<file path="src/dpsf_pkg.sv">
package dpsf_pkg;

  // --------------------------------------------------------------------------
  // Geometry
  // --------------------------------------------------------------------------
  localparam int FLAG_COUNT    = 8;
  localparam int IDX_W         = 3;
  localparam int DATA_W        = 8;
  localparam int CNT_W         = 4;

  // --------------------------------------------------------------------------
  // Timing in nanoseconds and derived cycle counts
  // --------------------------------------------------------------------------
  localparam int CLK_PERIOD_NS = 100;
  localparam int T_SETUP_NS    = 100;
  localparam int T_WR_PULSE_NS = 200;
  localparam int T_HOLD_NS     = 100;
  localparam int T_RD_NS       = 600;
  localparam int T_GAP_NS      = 100;

  // Least times round up to whole cycles, never below one.
  function automatic int cyc_up(input int t_ns);
    int c;
    c = (t_ns + CLK_PERIOD_NS - 1) / CLK_PERIOD_NS;
    return (c < 1) ? 1 : c;
  endfunction : cyc_up

  localparam logic [CNT_W-1:0] CNT_SETUP = CNT_W'(cyc_up(T_SETUP_NS) - 1);
  localparam logic [CNT_W-1:0] CNT_WR    = CNT_W'(cyc_up(T_WR_PULSE_NS) - 1);
  localparam logic [CNT_W-1:0] CNT_HOLD  = CNT_W'(cyc_up(T_HOLD_NS) - 1);
  localparam logic [CNT_W-1:0] CNT_RD    = CNT_W'(cyc_up(T_RD_NS) - 1);
  localparam logic [CNT_W-1:0] CNT_GAP   = CNT_W'(cyc_up(T_GAP_NS) - 1);

  // --------------------------------------------------------------------------
  // Commands and flag values
  // --------------------------------------------------------------------------
  localparam logic [1:0] OP_CLAIM   = 2'h0;
  localparam logic [1:0] OP_RELEASE = 2'h1;
  localparam logic [1:0] OP_POLL    = 2'h2;
  localparam logic [1:0] OP_INIT    = 2'h3;

  localparam logic [IDX_W-1:0]  LAST_IDX   = 3'h7;
  localparam logic [DATA_W-1:0] RD_ALL_ZERO = 8'h00;
  localparam logic [DATA_W-1:0] RD_ALL_ONE  = 8'hFF;
  localparam logic [CNT_W-1:0]  INIT_WRITES = 4'h8;

  // --------------------------------------------------------------------------
  // Sequencer states
  // --------------------------------------------------------------------------
  typedef enum logic [6:0] {
    ST_INIT   = 7'h01,
    ST_IDLE   = 7'h02,
    ST_WSETUP = 7'h04,
    ST_WPULSE = 7'h08,
    ST_WHOLD  = 7'h10,
    ST_READ   = 7'h20,
    ST_GAP    = 7'h40
  } dpsf_state_e;

endpackage : dpsf_pkg

</file>
<file path="src/dpsf_pin_sync.sv">
`timescale 1ns/1ps
module dpsf_pin_sync #(
  parameter int W = 8
) (
  // Clock and reset
  input  wire logic         clk,
  input  wire logic         nrst,
  // Asynchronous pin side
  input  wire logic [W-1:0] din,
  // Synchronous side
  output logic      [W-1:0] dout
);

  // --------------------------------------------------------------------------
  // Three stages per bit; a change counts once stages two and three agree
  // --------------------------------------------------------------------------
  for (genvar i = 0; i < W; i++) begin : g_bit
    logic s1_r;
    logic s2_r;
    logic s3_r;
    always_ff @(posedge clk or negedge nrst) begin
      if (!nrst) begin
        s1_r    <= 1'b0;
        s2_r    <= 1'b0;
        s3_r    <= 1'b0;
        dout[i] <= 1'b0;
      end else begin
        s1_r <= din[i];
        s2_r <= s1_r;
        s3_r <= s2_r;
        if (s2_r == s3_r) begin
          dout[i] <= s3_r;
        end
      end
    end
  end

endmodule : dpsf_pin_sync

</file>
<file path="src/dpsf_host.sv">
`timescale 1ns/1ps
// Summary of operation
// - Write zero requests, write one releases.
// - Poller deasserts select or enable between reads.
// - Claim writes zero first, then reads back.
// - After failure keep polling or write one.
// - Software writes one to every flag initially.
// - Memory chip enable held high for flags.
module dpsf_host
  import dpsf_pkg::*;
(
  // Clock and reset
  input  wire logic                  clk,
  input  wire logic                  nrst,
  // Command port
  input  wire logic                  cmd_valid,
  output logic                       cmd_ready,
  input  wire logic [1:0]            cmd_op,
  input  wire logic [IDX_W-1:0]      cmd_flag,
  // Response port
  output logic                       rsp_valid,
  output logic                       rsp_granted,
  output logic                       rsp_mixed,
  output logic      [IDX_W-1:0]      rsp_flag,
  // Status
  output logic                       init_done,
  output logic      [FLAG_COUNT-1:0] owned,
  output logic      [FLAG_COUNT-1:0] pending,
  // Device pins
  output logic                       token_space_select_n,
  output logic                       mem_chip_enable_n,
  output logic                       rw_n,
  output logic                       oe_n,
  output logic      [IDX_W-1:0]      flag_index_lines,
  output logic      [DATA_W-1:0]     data_o,
  output logic                       data_oe,
  input  wire logic [DATA_W-1:0]     data_i
);

  // --------------------------------------------------------------------------
  // Declarations
  // --------------------------------------------------------------------------
  dpsf_state_e      state_r;
  dpsf_state_e      state_nxt;
  logic [CNT_W-1:0] cnt_r;
  logic [CNT_W-1:0] cnt_nxt;
  logic [1:0]       op_r;
  logic [IDX_W-1:0] flag_r;
  logic             wval_r;
  logic             need_read_r;
  logic             retry_r;
  logic             init_run_r;
  logic [IDX_W-1:0] init_idx_r;
  logic [DATA_W-1:0] rd_data_r;
  logic [DATA_W-1:0] data_sync;
  logic [FLAG_COUNT-1:0] owned_r;
  logic [FLAG_COUNT-1:0] pending_r;
  logic             rsp_valid_r;
  logic             rsp_granted_r;
  logic             rsp_mixed_r;
  logic [IDX_W-1:0] rsp_flag_r;
  logic             sel_n_r;
  logic             rw_n_r;
  logic             oe_n_r;
  logic             data_oe_r;
  logic             cmd_fire;
  logic             gap_end;
  logic             resp_evt;
  logic             rd_zero;
  logic             rd_mixed;

  assign cmd_ready = (state_r == ST_IDLE) && !init_run_r;
  assign cmd_fire  = cmd_valid && cmd_ready;
  assign gap_end   = (state_r == ST_GAP) && (cnt_r == '0);
  assign resp_evt  = gap_end && !init_run_r && !need_read_r;
  assign rd_zero   = (rd_data_r == RD_ALL_ZERO);
  assign rd_mixed  = !rd_zero && (rd_data_r != RD_ALL_ONE);

  // --------------------------------------------------------------------------
  // Read data synchroniser
  // --------------------------------------------------------------------------
  dpsf_pin_sync #(
    .W    (DATA_W)
  ) u_sync (
    .clk  (clk),
    .nrst (nrst),
    .din  (data_i),
    .dout (data_sync)
  );

  // --------------------------------------------------------------------------
  // Sequencer
  // --------------------------------------------------------------------------
  always_comb begin
    state_nxt = state_r;
    cnt_nxt   = (cnt_r != '0) ? cnt_r - 1'b1 : cnt_r;
    unique case (state_r)
      ST_INIT: begin
        state_nxt = ST_WSETUP;
        cnt_nxt   = CNT_SETUP;
      end
      ST_IDLE: begin
        if (cmd_fire) begin
          if (cmd_op == OP_INIT) begin
            state_nxt = ST_INIT;
          end else if (cmd_op == OP_POLL || (cmd_op == OP_CLAIM && pending_r[cmd_flag])) begin
            state_nxt = ST_READ;
            cnt_nxt   = CNT_RD;
          end else begin
            state_nxt = ST_WSETUP;
            cnt_nxt   = CNT_SETUP;
          end
        end
      end
      ST_WSETUP: begin
        if (cnt_r == '0) begin
          state_nxt = ST_WPULSE;
          cnt_nxt   = CNT_WR;
        end
      end
      ST_WPULSE: begin
        if (cnt_r == '0) begin
          state_nxt = ST_WHOLD;
          cnt_nxt   = CNT_HOLD;
        end
      end
      ST_WHOLD, ST_READ: begin
        if (cnt_r == '0) begin
          state_nxt = ST_GAP;
          cnt_nxt   = CNT_GAP;
        end
      end
      ST_GAP: begin
        if (cnt_r == '0) begin
          if (init_run_r) begin
            state_nxt = (init_idx_r == LAST_IDX) ? ST_IDLE : ST_INIT;
          end else if (need_read_r) begin
            state_nxt = ST_READ;
            cnt_nxt   = CNT_RD;
          end else begin
            state_nxt = ST_IDLE;
          end
        end
      end
      default: begin
        state_nxt = ST_IDLE;
        cnt_nxt   = '0;
      end
    endcase
  end

  always_ff @(posedge clk or negedge nrst) begin
    if (!nrst) begin
      state_r <= ST_INIT;
      cnt_r   <= '0;
    end else begin
      state_r <= state_nxt;
      cnt_r   <= cnt_nxt;
    end
  end

  // --------------------------------------------------------------------------
  // Access context and initialisation walk
  // --------------------------------------------------------------------------
  always_ff @(posedge clk or negedge nrst) begin
    if (!nrst) begin
      op_r        <= OP_INIT;
      flag_r      <= '0;
      wval_r      <= 1'b1;
      need_read_r <= 1'b0;
      retry_r     <= 1'b0;
      init_run_r  <= 1'b1;
      init_idx_r  <= '0;
    end else begin
      if (cmd_fire) begin
        op_r        <= cmd_op;
        flag_r      <= cmd_flag;
        wval_r      <= (cmd_op != OP_CLAIM);
        need_read_r <= (cmd_op == OP_CLAIM) && !pending_r[cmd_flag];
        retry_r     <= (cmd_op == OP_CLAIM) && pending_r[cmd_flag];
        if (cmd_op == OP_INIT) begin
          init_run_r <= 1'b1;
          init_idx_r <= '0;
        end
      end
      if (state_r == ST_INIT) begin
        flag_r <= init_idx_r;
        wval_r <= 1'b1;
      end
      if (gap_end && init_run_r) begin
        init_idx_r <= init_idx_r + 1'b1;
        if (init_idx_r == LAST_IDX) begin
          init_run_r <= 1'b0;
        end
      end
      if (gap_end && !init_run_r && need_read_r) begin
        need_read_r <= 1'b0;
      end
    end
  end

  // --------------------------------------------------------------------------
  // Read capture, ownership book-keeping and response
  // --------------------------------------------------------------------------
  always_ff @(posedge clk or negedge nrst) begin
    if (!nrst) begin
      rd_data_r     <= RD_ALL_ONE;
      owned_r       <= '0;
      pending_r     <= '0;
      rsp_valid_r   <= 1'b0;
      rsp_granted_r <= 1'b0;
      rsp_mixed_r   <= 1'b0;
      rsp_flag_r    <= '0;
    end else begin
      rsp_valid_r <= resp_evt;
      if (state_r == ST_READ && cnt_r == '0) begin
        rd_data_r <= data_sync;
      end
      if (cmd_fire && cmd_op == OP_INIT) begin
        owned_r   <= '0;
        pending_r <= '0;
      end
      if (resp_evt) begin
        rsp_flag_r    <= flag_r;
        rsp_granted_r <= (op_r != OP_RELEASE) && rd_zero;
        rsp_mixed_r   <= (op_r != OP_RELEASE) && rd_mixed;
        if (op_r == OP_RELEASE) begin
          owned_r[flag_r]   <= 1'b0;
          pending_r[flag_r] <= 1'b0;
        end else if (rd_zero) begin
          owned_r[flag_r]   <= 1'b1;
          pending_r[flag_r] <= 1'b0;
        end else if (op_r == OP_CLAIM) begin
          pending_r[flag_r] <= 1'b1;
        end
      end
    end
  end

  // --------------------------------------------------------------------------
  // Pin drivers
  // --------------------------------------------------------------------------
  always_ff @(posedge clk or negedge nrst) begin
    if (!nrst) begin
      sel_n_r   <= 1'b1;
      rw_n_r    <= 1'b1;
      oe_n_r    <= 1'b1;
      data_oe_r <= 1'b0;
    end else begin
      sel_n_r   <= !(state_nxt inside {ST_WSETUP, ST_WPULSE, ST_WHOLD, ST_READ});
      rw_n_r    <= (state_nxt != ST_WPULSE);
      oe_n_r    <= (state_nxt != ST_READ);
      data_oe_r <= (state_nxt inside {ST_WPULSE, ST_WHOLD});
    end
  end

  assign mem_chip_enable_n    = 1'b1;
  assign token_space_select_n = sel_n_r;
  assign rw_n                 = rw_n_r;
  assign oe_n                 = oe_n_r;
  assign data_oe              = data_oe_r;
  assign flag_index_lines     = flag_r;
  assign data_o               = {{(DATA_W-1){1'b0}}, wval_r};
  assign rsp_valid            = rsp_valid_r;
  assign rsp_granted          = rsp_granted_r;
  assign rsp_mixed            = rsp_mixed_r;
  assign rsp_flag             = rsp_flag_r;
  assign init_done            = !init_run_r;
  assign owned                = owned_r;
  assign pending              = pending_r;

  // --------------------------------------------------------------------------
  // Checks
  // --------------------------------------------------------------------------
  logic             claim_wrote_r;
  logic [CNT_W-1:0] init_wr_cnt_r;

  always_ff @(posedge clk or negedge nrst) begin
    if (!nrst) begin
      claim_wrote_r <= 1'b0;
      init_wr_cnt_r <= '0;
    end else begin
      if (cmd_fire) begin
        claim_wrote_r <= 1'b0;
      end else if (!rw_n_r) begin
        claim_wrote_r <= 1'b1;
      end
      if (cmd_fire && cmd_op == OP_INIT) begin
        init_wr_cnt_r <= '0;
      end else if (init_run_r && state_r == ST_WSETUP && state_nxt == ST_WPULSE) begin
        init_wr_cnt_r <= init_wr_cnt_r + 1'b1;
      end
    end
  end

  a_ce_held_high: assert property (@(posedge clk) disable iff (!nrst) mem_chip_enable_n)
    else $error("memory chip enable driven low");
  a_read_gap_before: assert property (@(posedge clk) disable iff (!nrst) $fell(oe_n) |-> $past(token_space_select_n))
    else $error("read started without a deselect gap");
  a_claim_writes_first: assert property (@(posedge clk) disable iff (!nrst) $fell(oe_n) && op_r == OP_CLAIM && !retry_r |-> claim_wrote_r)
    else $error("claim read before its write");
  a_write_bit_zero: assert property (@(posedge clk) disable iff (!nrst) !rw_n |-> data_oe && data_o[0] == wval_r && data_o[DATA_W-1:1] == '0)
    else $error("write data not on bit zero");
  a_no_bus_fight: assert property (@(posedge clk) disable iff (!nrst) !oe_n |-> !data_oe && rw_n && !token_space_select_n)
    else $error("read overlaps a driven bus");
  a_index_stable: assert property (@(posedge clk) disable iff (!nrst) !token_space_select_n && $past(!token_space_select_n) |-> $stable(flag_index_lines))
    else $error("flag index moved during access");
  a_write_pulse_len: assert property (@(posedge clk) disable iff (!nrst) $fell(rw_n) |-> !rw_n [*2] ##1 rw_n)
    else $error("write pulse length wrong");
  a_init_all_flags: assert property (@(posedge clk) disable iff (!nrst) $rose(init_done) |-> init_wr_cnt_r == INIT_WRITES)
    else $error("initialisation missed a flag");
  a_release_clears: assert property (@(posedge clk) disable iff (!nrst) rsp_valid && op_r == OP_RELEASE |-> !owned[rsp_flag] && !pending[rsp_flag] && !rsp_granted)
    else $error("release left flag owned or pending");
  a_rsp_one_pulse: assert property (@(posedge clk) disable iff (!nrst) rsp_valid |=> !rsp_valid)
    else $error("response longer than one cycle");

  c_claim_won: cover property (@(posedge clk) disable iff (!nrst) rsp_valid && rsp_granted && op_r == OP_CLAIM);
  c_claim_lost: cover property (@(posedge clk) disable iff (!nrst) rsp_valid && !rsp_granted && op_r == OP_CLAIM);
  c_poll_won: cover property (@(posedge clk) disable iff (!nrst) rsp_valid && rsp_granted && op_r == OP_POLL);
  c_release: cover property (@(posedge clk) disable iff (!nrst) rsp_valid && op_r == OP_RELEASE);

endmodule : dpsf_host

</file>
<file path="config.mk">
export PLATFORM = sky130hd
export DESIGN_NAME = dpsf_host
export DESIGN_NICKNAME = d
export VERILOG_FILES = /design/src/dpsf_pkg.sv /design/src/dpsf_pin_sync.sv /design/src/dpsf_host.sv
export SDC_FILE = /design/constraint.sdc
export NUM_CORES = 1
export LEC_CHECK = 0
export ABC_AREA = 1
export BUFFER_PORTS_ARGS = -buffer_cell sky130_fd_sc_hd__buf_4
export CAP_MARGIN = 25
export CORE_AREA = 2 2 112 114
export CTS_CLUSTER_DIAMETER = 50
export DETAILED_ROUTE_END_ITERATION = 7
export DIE_AREA = 0 0 114 116
export GPL_ROUTABILITY_DRIVEN = 0
export GPL_TIMING_DRIVEN = 0
export PLACE_DENSITY = 0.6
export SLEW_MARGIN = 20
export SYNTH_ARGS = -nofsm -noshare
export SYNTH_HDL_FRONTEND = slang
export SYNTH_SLANG_ARGS = --single-unit
</file>
<file path="constraint.sdc">
create_clock -name clk -period 4.3 [get_ports clk]
set_clock_uncertainty 0.2 [all_clocks]
set_input_delay 0.86 -clock clk [delete_from_list [all_inputs] [get_ports clk]]
set_output_delay 0.86 -clock clk [all_outputs]
set_load 0.03 [all_outputs]
</file>
Yosys cells after proc, flatten, opt, wreduce, memory -nomap -nowiden
Cells that the tools add are included.
- bits in registers: 88
- bits of input ports: 16
- logic and storage cells: 171
- add/sub/neg operators: 2
- $lt $le $gt $ge: 3
- equal/unequal tests: 27
- muxes and demuxes: 47
- bitwise operators: 5
- reductions and logical operators: 36
- operator list (cell ; number):
    two-way mux 8 bit ; 9
    one-hot mux 7 bit (6 select lines) ; 1
    two-way mux 7 bit ; 5
    two-way mux 4 bit ; 8
    two-way mux 6 bit ; 4
    two-way mux 3 bit ; 6
    bitwise AND 8 bit ; 2
    OR 8 bit ; 2
    one-hot mux 4 bit (4 select lines) ; 1
    logical AND 1 bit ; 15
    equality test 7 x 3 -> 1 bit, second input constant ; 2
    equality test 7 x 4 -> 1 bit, second input constant ; 2
    equality test 7 x 5 -> 1 bit, second input constant ; 2
    equality test 7 x 6 -> 1 bit, second input constant ; 2
    nonzero test 2 bit ; 6
    two-way mux 1 bit ; 10
    equality test 1 bit ; 8
    logical NOT 8 bit ; 1
    less-than comparator 3 x 4 -> 1 bit, second input constant ; 2
    inequality test 8 bit, second input constant ; 1
    inverter 8 bit ; 1
    nonzero test 4 bit ; 2
    equality test 7 x 1 -> 1 bit, second input constant ; 1
    equality test 7 x 2 -> 1 bit, second input constant ; 1
    20 further kinds ; 26

Longest topological paths before layout
- depth in word-level cells: 11
- gate-level depth with buffers: 11
- mapped depth without buffers: 10

By module
Synthesis repeated with hierarchy kept, for this count alone.
- cell total of the unflattened synthesis: 483
- area total of the unflattened synthesis: 4232.8 µm²
- modules (own cells, without submodules) (module ; instances ; cells each ; area an instance (µm²)):
    dpsf_host ; 1 ; 419 ; 3301.9
    dpsf_pin_sync ; 1 ; 64 ; 930.9

Worst setup path after synthesis
OpenSTA, ideal clock, no wires.
- kind: reg-to-output
- start point: register init_run_r
- end point: output port cmd_ready
- arrival time: 1352 ps
- required time: 3240 ps
- slack: 1888 ps
- stages on the path, launching flop included: 5
- buffers on the path: 1
- cell sequence: dfstp_2 -> clkinv_1 -> clkbuf_1 -> nand2_1 -> inv_1
- longest elaborated chain between the ends: 2
- RTL lines (element ; RTL line ; text):
    start: declaration ; dpsf_host.sv:52 ; logic init_run_r;
    start signal: assignment ; dpsf_host.sv:172 ; init_run_r <= 1'b1;
    start signal: assignment ; dpsf_host.sv:182 ; init_run_r <= 1'b1;
    start signal: assignment ; dpsf_host.sv:193 ; init_run_r <= 1'b0;
    logical NOT 1 bit ; - ;
    net init_done ; dpsf_host.sv:26 ; output logic init_done,
    logical AND 1 bit ; dpsf_host.sv:72 ; assign cmd_ready = (state_r == ST_IDLE) && !init_run_r;
    end: declaration ; dpsf_host.sv:17 ; output logic cmd_ready,
The timed path passes the listed nets, and every way through them passes these cells.

Worst setup path after layout
- start point: register init_run_r
- end point: output port cmd_ready
- longest elaborated chain between the ends: 2
- RTL lines (element ; RTL line):
    logical NOT 1 bit ; dpsf_host.sv:72
    logical AND 1 bit ; dpsf_host.sv:72
No other way between the ends.

==> flow_summary.html <==
<table>
<tr><th>Metric</th><th>Value</th></tr>
<tr><th colspan="2">Status</th></tr>
<tr><td>Run status</td><td>completed</td></tr>
<tr><th colspan="2">Pwr</th></tr>
<tr><td>Sw Ratio</td><td>23.0%</td></tr>
<tr><td>Net switching power</td><td>0.380 mW</td></tr>
<tr><td>Design internal power</td><td>1.27 mW</td></tr>
<tr><td>Power density normalized to cell area</td><td>334 nW/um2</td></tr>
<tr><td>Largest vdd supply drop</td><td>253 uV</td></tr>
<tr><td>Part of the power in registers</td><td>51.8%</td></tr>
<tr><td>Standby leakage power</td><td>2.43 nW</td></tr>
<tr><td>Comb pwr share</td><td>3.6%</td></tr>
<tr><td>Part of the power in the clock network</td><td>44.5%</td></tr>
<tr><th colspan="2">GRT</th></tr>
<tr><td>Overall track demand over capacity in global routing</td><td>14.7%</td></tr>
<tr><td>Met1 demand-to-capacity share in global routing</td><td>20.1%</td></tr>
<tr><td>Number of global-route vias before repair</td><td>3137</td></tr>
<tr><td>Largest net degree at the start of global routing</td><td>47</td></tr>
<tr><td>Number of antenna violations at the first check in global routing</td><td>0</td></tr>
<tr><td>Global routing usage on met3</td><td>2.72%</td></tr>
<tr><td>Overflow left after global routing</td><td>0</td></tr>
<tr><td>Global routing met2 resource utilization</td><td>23.7%</td></tr>
<tr><td>Wire length of the first global-routing pass</td><td>15300 um</td></tr>
<tr><td>Busiest grt layer</td><td>met2</td></tr>
<tr><th colspan="2">Floorplanning</th></tr>
<tr><td>Die X</td><td>114 um</td></tr>
<tr><td>Site row count</td><td>40</td></tr>
<tr><td>Starting density of the core</td><td>34.3%</td></tr>
<tr><td>Core region area</td><td>11900 um2</td></tr>
<tr><td>Top-Level Pins</td><td>56</td></tr>
<tr><td>Die Span Y</td><td>116 um</td></tr>
<tr><td>Floorplan die area</td><td>13200 um2</td></tr>
<tr><th colspan="2">Synth</th></tr>
<tr><td>Synth warn</td><td>0</td></tr>
<tr><td>Share of synthesized area occupied by flip-flops and latches</td><td>54.3%</td></tr>
<tr><td>Count of mapped cells out of synthesis</td><td>457</td></tr>
<tr><td>Ys flop type</td><td>dfrtp_1</td></tr>
<tr><td>Number of synthesized flops with an enable pin</td><td>0</td></tr>
<tr><td>Post-synthesis instance area</td><td>4090 um2</td></tr>
<tr><td>Fraction of synthesis flops using an asynchronous set or reset pin</td><td>100%</td></tr>
<tr><td>Post-synthesis sequential element count</td><td>88</td></tr>
<tr><td>Mean instance size in the synthesized netlist</td><td>8.95 um2</td></tr>
<tr><td>Commonest cells in the synthesized netlist</td><td>nand2_1, dfrtp_1, inv_1, nor2_1, nand3_1</td></tr>
<tr><td>Most instantiated library cell after synthesis</td><td>nand2_1</td></tr>
<tr><td>Cell taking the most area after synthesis</td><td>dfrtp_1</td></tr>
<tr><td>Post-synth cell types</td><td>34</td></tr>
<tr><td>Top cells by area, synth</td><td>dfrtp_1, nand2_1, dfstp_2</td></tr>
<tr><td>Share of the synthesized area in the top cell type</td><td>44.0%</td></tr>
<tr><th colspan="2">Clocking</th></tr>
<tr><td>H-tree levels</td><td>3</td></tr>
<tr><td>Number of resized instances in the post-cts repair step</td><td>0</td></tr>
<tr><td>Buffer count from post-CTS setup fixing</td><td>0</td></tr>
<tr><td>Num CTS Buffers</td><td>9</td></tr>
<tr><td>Clock sinks</td><td>88</td></tr>
<tr><td>Longest Clk Path Bufs</td><td>2</td></tr>
<tr><td>Skew-Pair Late Insertion Delay</td><td>0.34 ns</td></tr>
<tr><td>Number of buffers inserted by hold repair at cts</td><td>0</td></tr>
<tr><td>Library cell used as clock root buffer</td><td>clkbuf_16</td></tr>
<tr><td>Clock transition time at the flip-flop clock pins of the worst setup and hold paths</td><td>0.07 ns</td></tr>
<tr><td>TritonCTS clock tree</td><td>yes</td></tr>
<tr><th colspan="2">STA</th></tr>
<tr><td>Number of hold violations in the final report</td><td>0</td></tr>
<tr><td>Final Max Tran Viols</td><td>0</td></tr>
<tr><td>Sum of negative setup slack</td><td>0 ns</td></tr>
<tr><td>Actual slew at the worst max-slew pin</td><td>0.771 ns</td></tr>
<tr><td>Worst rel slew slack</td><td>48.4%</td></tr>
<tr><td>RSZ-0062 raised after global routing</td><td>no</td></tr>
<tr><td>Count of final setup violators</td><td>0</td></tr>
<tr><td>Timing-limited maximum frequency</td><td>0.345 GHz</td></tr>
<tr><td>Time the worst path needs with I/O delays and setup</td><td>2.90 ns</td></tr>
<tr><td>Smallest hold slack</td><td>0.148 ns</td></tr>
<tr><td>Share of the clock period used by the worst path after layout</td><td>67.5%</td></tr>
<tr><th colspan="2">Placed design</th></tr>
<tr><td>HPWL reported at the end of detailed placement</td><td>6580 um</td></tr>
<tr><td>Number of input and output port buffers inserted</td><td>47</td></tr>
<tr><th colspan="2">Detailed routing</th></tr>
<tr><td>Wire length per cell</td><td>13.3 um</td></tr>
<tr><td>Routed wire length</td><td>8960 um</td></tr>
<tr><td>Average vias per placed instance</td><td>4.66</td></tr>
<tr><td>Post-route antenna net violation count</td><td>0</td></tr>
<tr><td>DRC errors left</td><td>0</td></tr>
<tr><td>First-pass iteration count of the detailed router</td><td>4</td></tr>
<tr><td>Iter 0 DRT Violations</td><td>142</td></tr>
<tr><td>Count of vias placed by the detailed router</td><td>3144</td></tr>
<tr><th colspan="2">Finish</th></tr>
<tr><td>Share of layout cells above drive strength 1</td><td>22.2%</td></tr>
<tr><td>Area Growth Syn to Fin</td><td>20.9%</td></tr>
<tr><td>Core Util, Final</td><td>41.5%</td></tr>
<tr><td>Count of filler cells inserted in the layout</td><td>1198</td></tr>
<tr><td>Nets</td><td>543</td></tr>
<tr><td>Final antenna diode count</td><td>0</td></tr>
<tr><th colspan="2">Critical path</th></tr>
<tr><td>Setup crit start kind</td><td>flop</td></tr>
<tr><td>Critical register-to-register path endpoint</td><td>rsp_mixed$_DFFE_PN0P_</td></tr>
<tr><td>Reg2reg path depth</td><td>8</td></tr>
<tr><td>Kind of critical path</td><td>reg -&gt; out</td></tr>
<tr><td>Element type at the critical path end</td><td>output pin</td></tr>
<tr><td>Required @ worst endpoint</td><td>3.24 ns</td></tr>
<tr><td>Largest fanout on the critical path</td><td>10</td></tr>
<tr><td>RR Startpoint</td><td>cnt_r[0]$_DFF_PN0_</td></tr>
<tr><td>Arrival time of data at the critical path endpoint</td><td>1.84 ns</td></tr>
<tr><td>Internal reg-to-reg setup slack</td><td>2.01 ns</td></tr>
<tr><td>Beginning of the critical path</td><td>init_run_r$_DFF_PN1_</td></tr>
<tr><th colspan="2">Run</th></tr>
<tr><td>Reported max-cap violation count</td><td>0</td></tr>
<tr><th colspan="2">Worst hold path</th></tr>
<tr><td>Start point of the worst hold path</td><td>u_sync.g_bit[5].s1_r$_DFF_PN0_</td></tr>
<tr><td>Number of cells on the worst hold path</td><td>0</td></tr>
<tr><td>Min-Delay Path Class</td><td>reg -&gt; reg</td></tr>
<tr><td>Worst hold path endpoint</td><td>u_sync.g_bit[5].s2_r$_DFF_PN0_</td></tr>
</table>
placed cells by master (no fill, tap or decap), drive strengths merged:
cell type,n
nor2,50
nand3,38
dfstp,16
buf,61
a21oi,15
o21bai,1
clkinv,4
xor2,2
nor3,14
clkbuf,13
conb,8
o31ai,2
mux2,8
inv,56
dfrtp,72
o22ai,1
maj3,8
nand2,116
o211ai,5
o21ai,14
nand3b,1
ha,5
or2,3
a22oi,2
nand4,12
layout make-up:
type | instances | area (um2) | share of cell area (%)
plain buffers | 16 | 110 | 2.23
clock buffers | 10 | 229 | 4.63
clock inverters | 6 | 47.5 | 0.961
inverters | 54 | 203 | 4.10
multi-input cells | 305 | 1580 | 31.9
flip-flops and latches | 88 | 2220 | 44.9
well taps | 147 | 184 | 3.72
repair buffers | 48 | 373 | 7.54
metrics by stage:
stage	setup WS, ns	cell area (um2)	power, mW	cells
2_1_floorplan	1.89	4110	0.897	463
5_1_grt	1.23	4950	1.72	674
6_report	1.40	4950	1.65	674
4_1_cts	1.40	4950	1.67	674
3_3_place_gp	1.77	4650	0.929	657
3_5_place_dp	1.78	4670	0.933	658
layer usage:
metal  vias to the layer above  share of wire, %
li1                       1588                 -
met3                         7               3.1
met4                         0               1.0
met2                        52                47
met5                         -                 0
met1                      1497                49
state kept, by name (all words and copies together), names as in the netlist, 3 cells and up:
name,flops
u_sync.g_bit.s2_r,8
flag_index_lines,3
u_sync.g_bit.s1_r,8
owned,8
pending,8
rd_data_r,8
u_sync.g_bit.s3_r,8
rsp_flag,3
u_sync.dout,8
cnt_r,4
state_r,7
init_idx_r,3
cells by family after synthesis:
family	synth area share [%]
mux	2.20
compound gates	5.54
buf+inv	7.65
xor+xnor	0.428
simple gates	26.2
other cells	0.184
flops	54.3
fa+ha+maj	3.49
critical path, cell delays in order, from the launching register on:
cell and delay (ns):
dfstp_2 0.58, clkinv_1 0.23, clkbuf_1 0.31, nand2_1 0.18, inv_1 0.05, buf_4 0.16
power groups by stage:
| stage | sequential [mW] | combinational (mW) | clock, mW |
|---|---|---|---|
| 3_3_place_gp | 0.871 | 0.0586 | 0 |
| 2_1_floorplan | 0.868 | 0.0281 | 0 |
| 4_1_cts | 0.856 | 0.0625 | 0.754 |
| 6_report | 0.856 | 0.0602 | 0.735 |
| 3_5_place_dp | 0.871 | 0.0620 | 0 |
| 5_1_grt | 0.857 | 0.0677 | 0.793 |
how the worst max path moves through the flow:
stage	to	slack [ns]
after detailed placement	cmd_ready	1.78
after global routing	cmd_ready	1.23
after floorplan	cmd_ready	1.89
after global placement	cmd_ready	1.77
final	cmd_ready	1.40
after CTS	cmd_ready	1.40
Power figures use the tool's default switching activity.
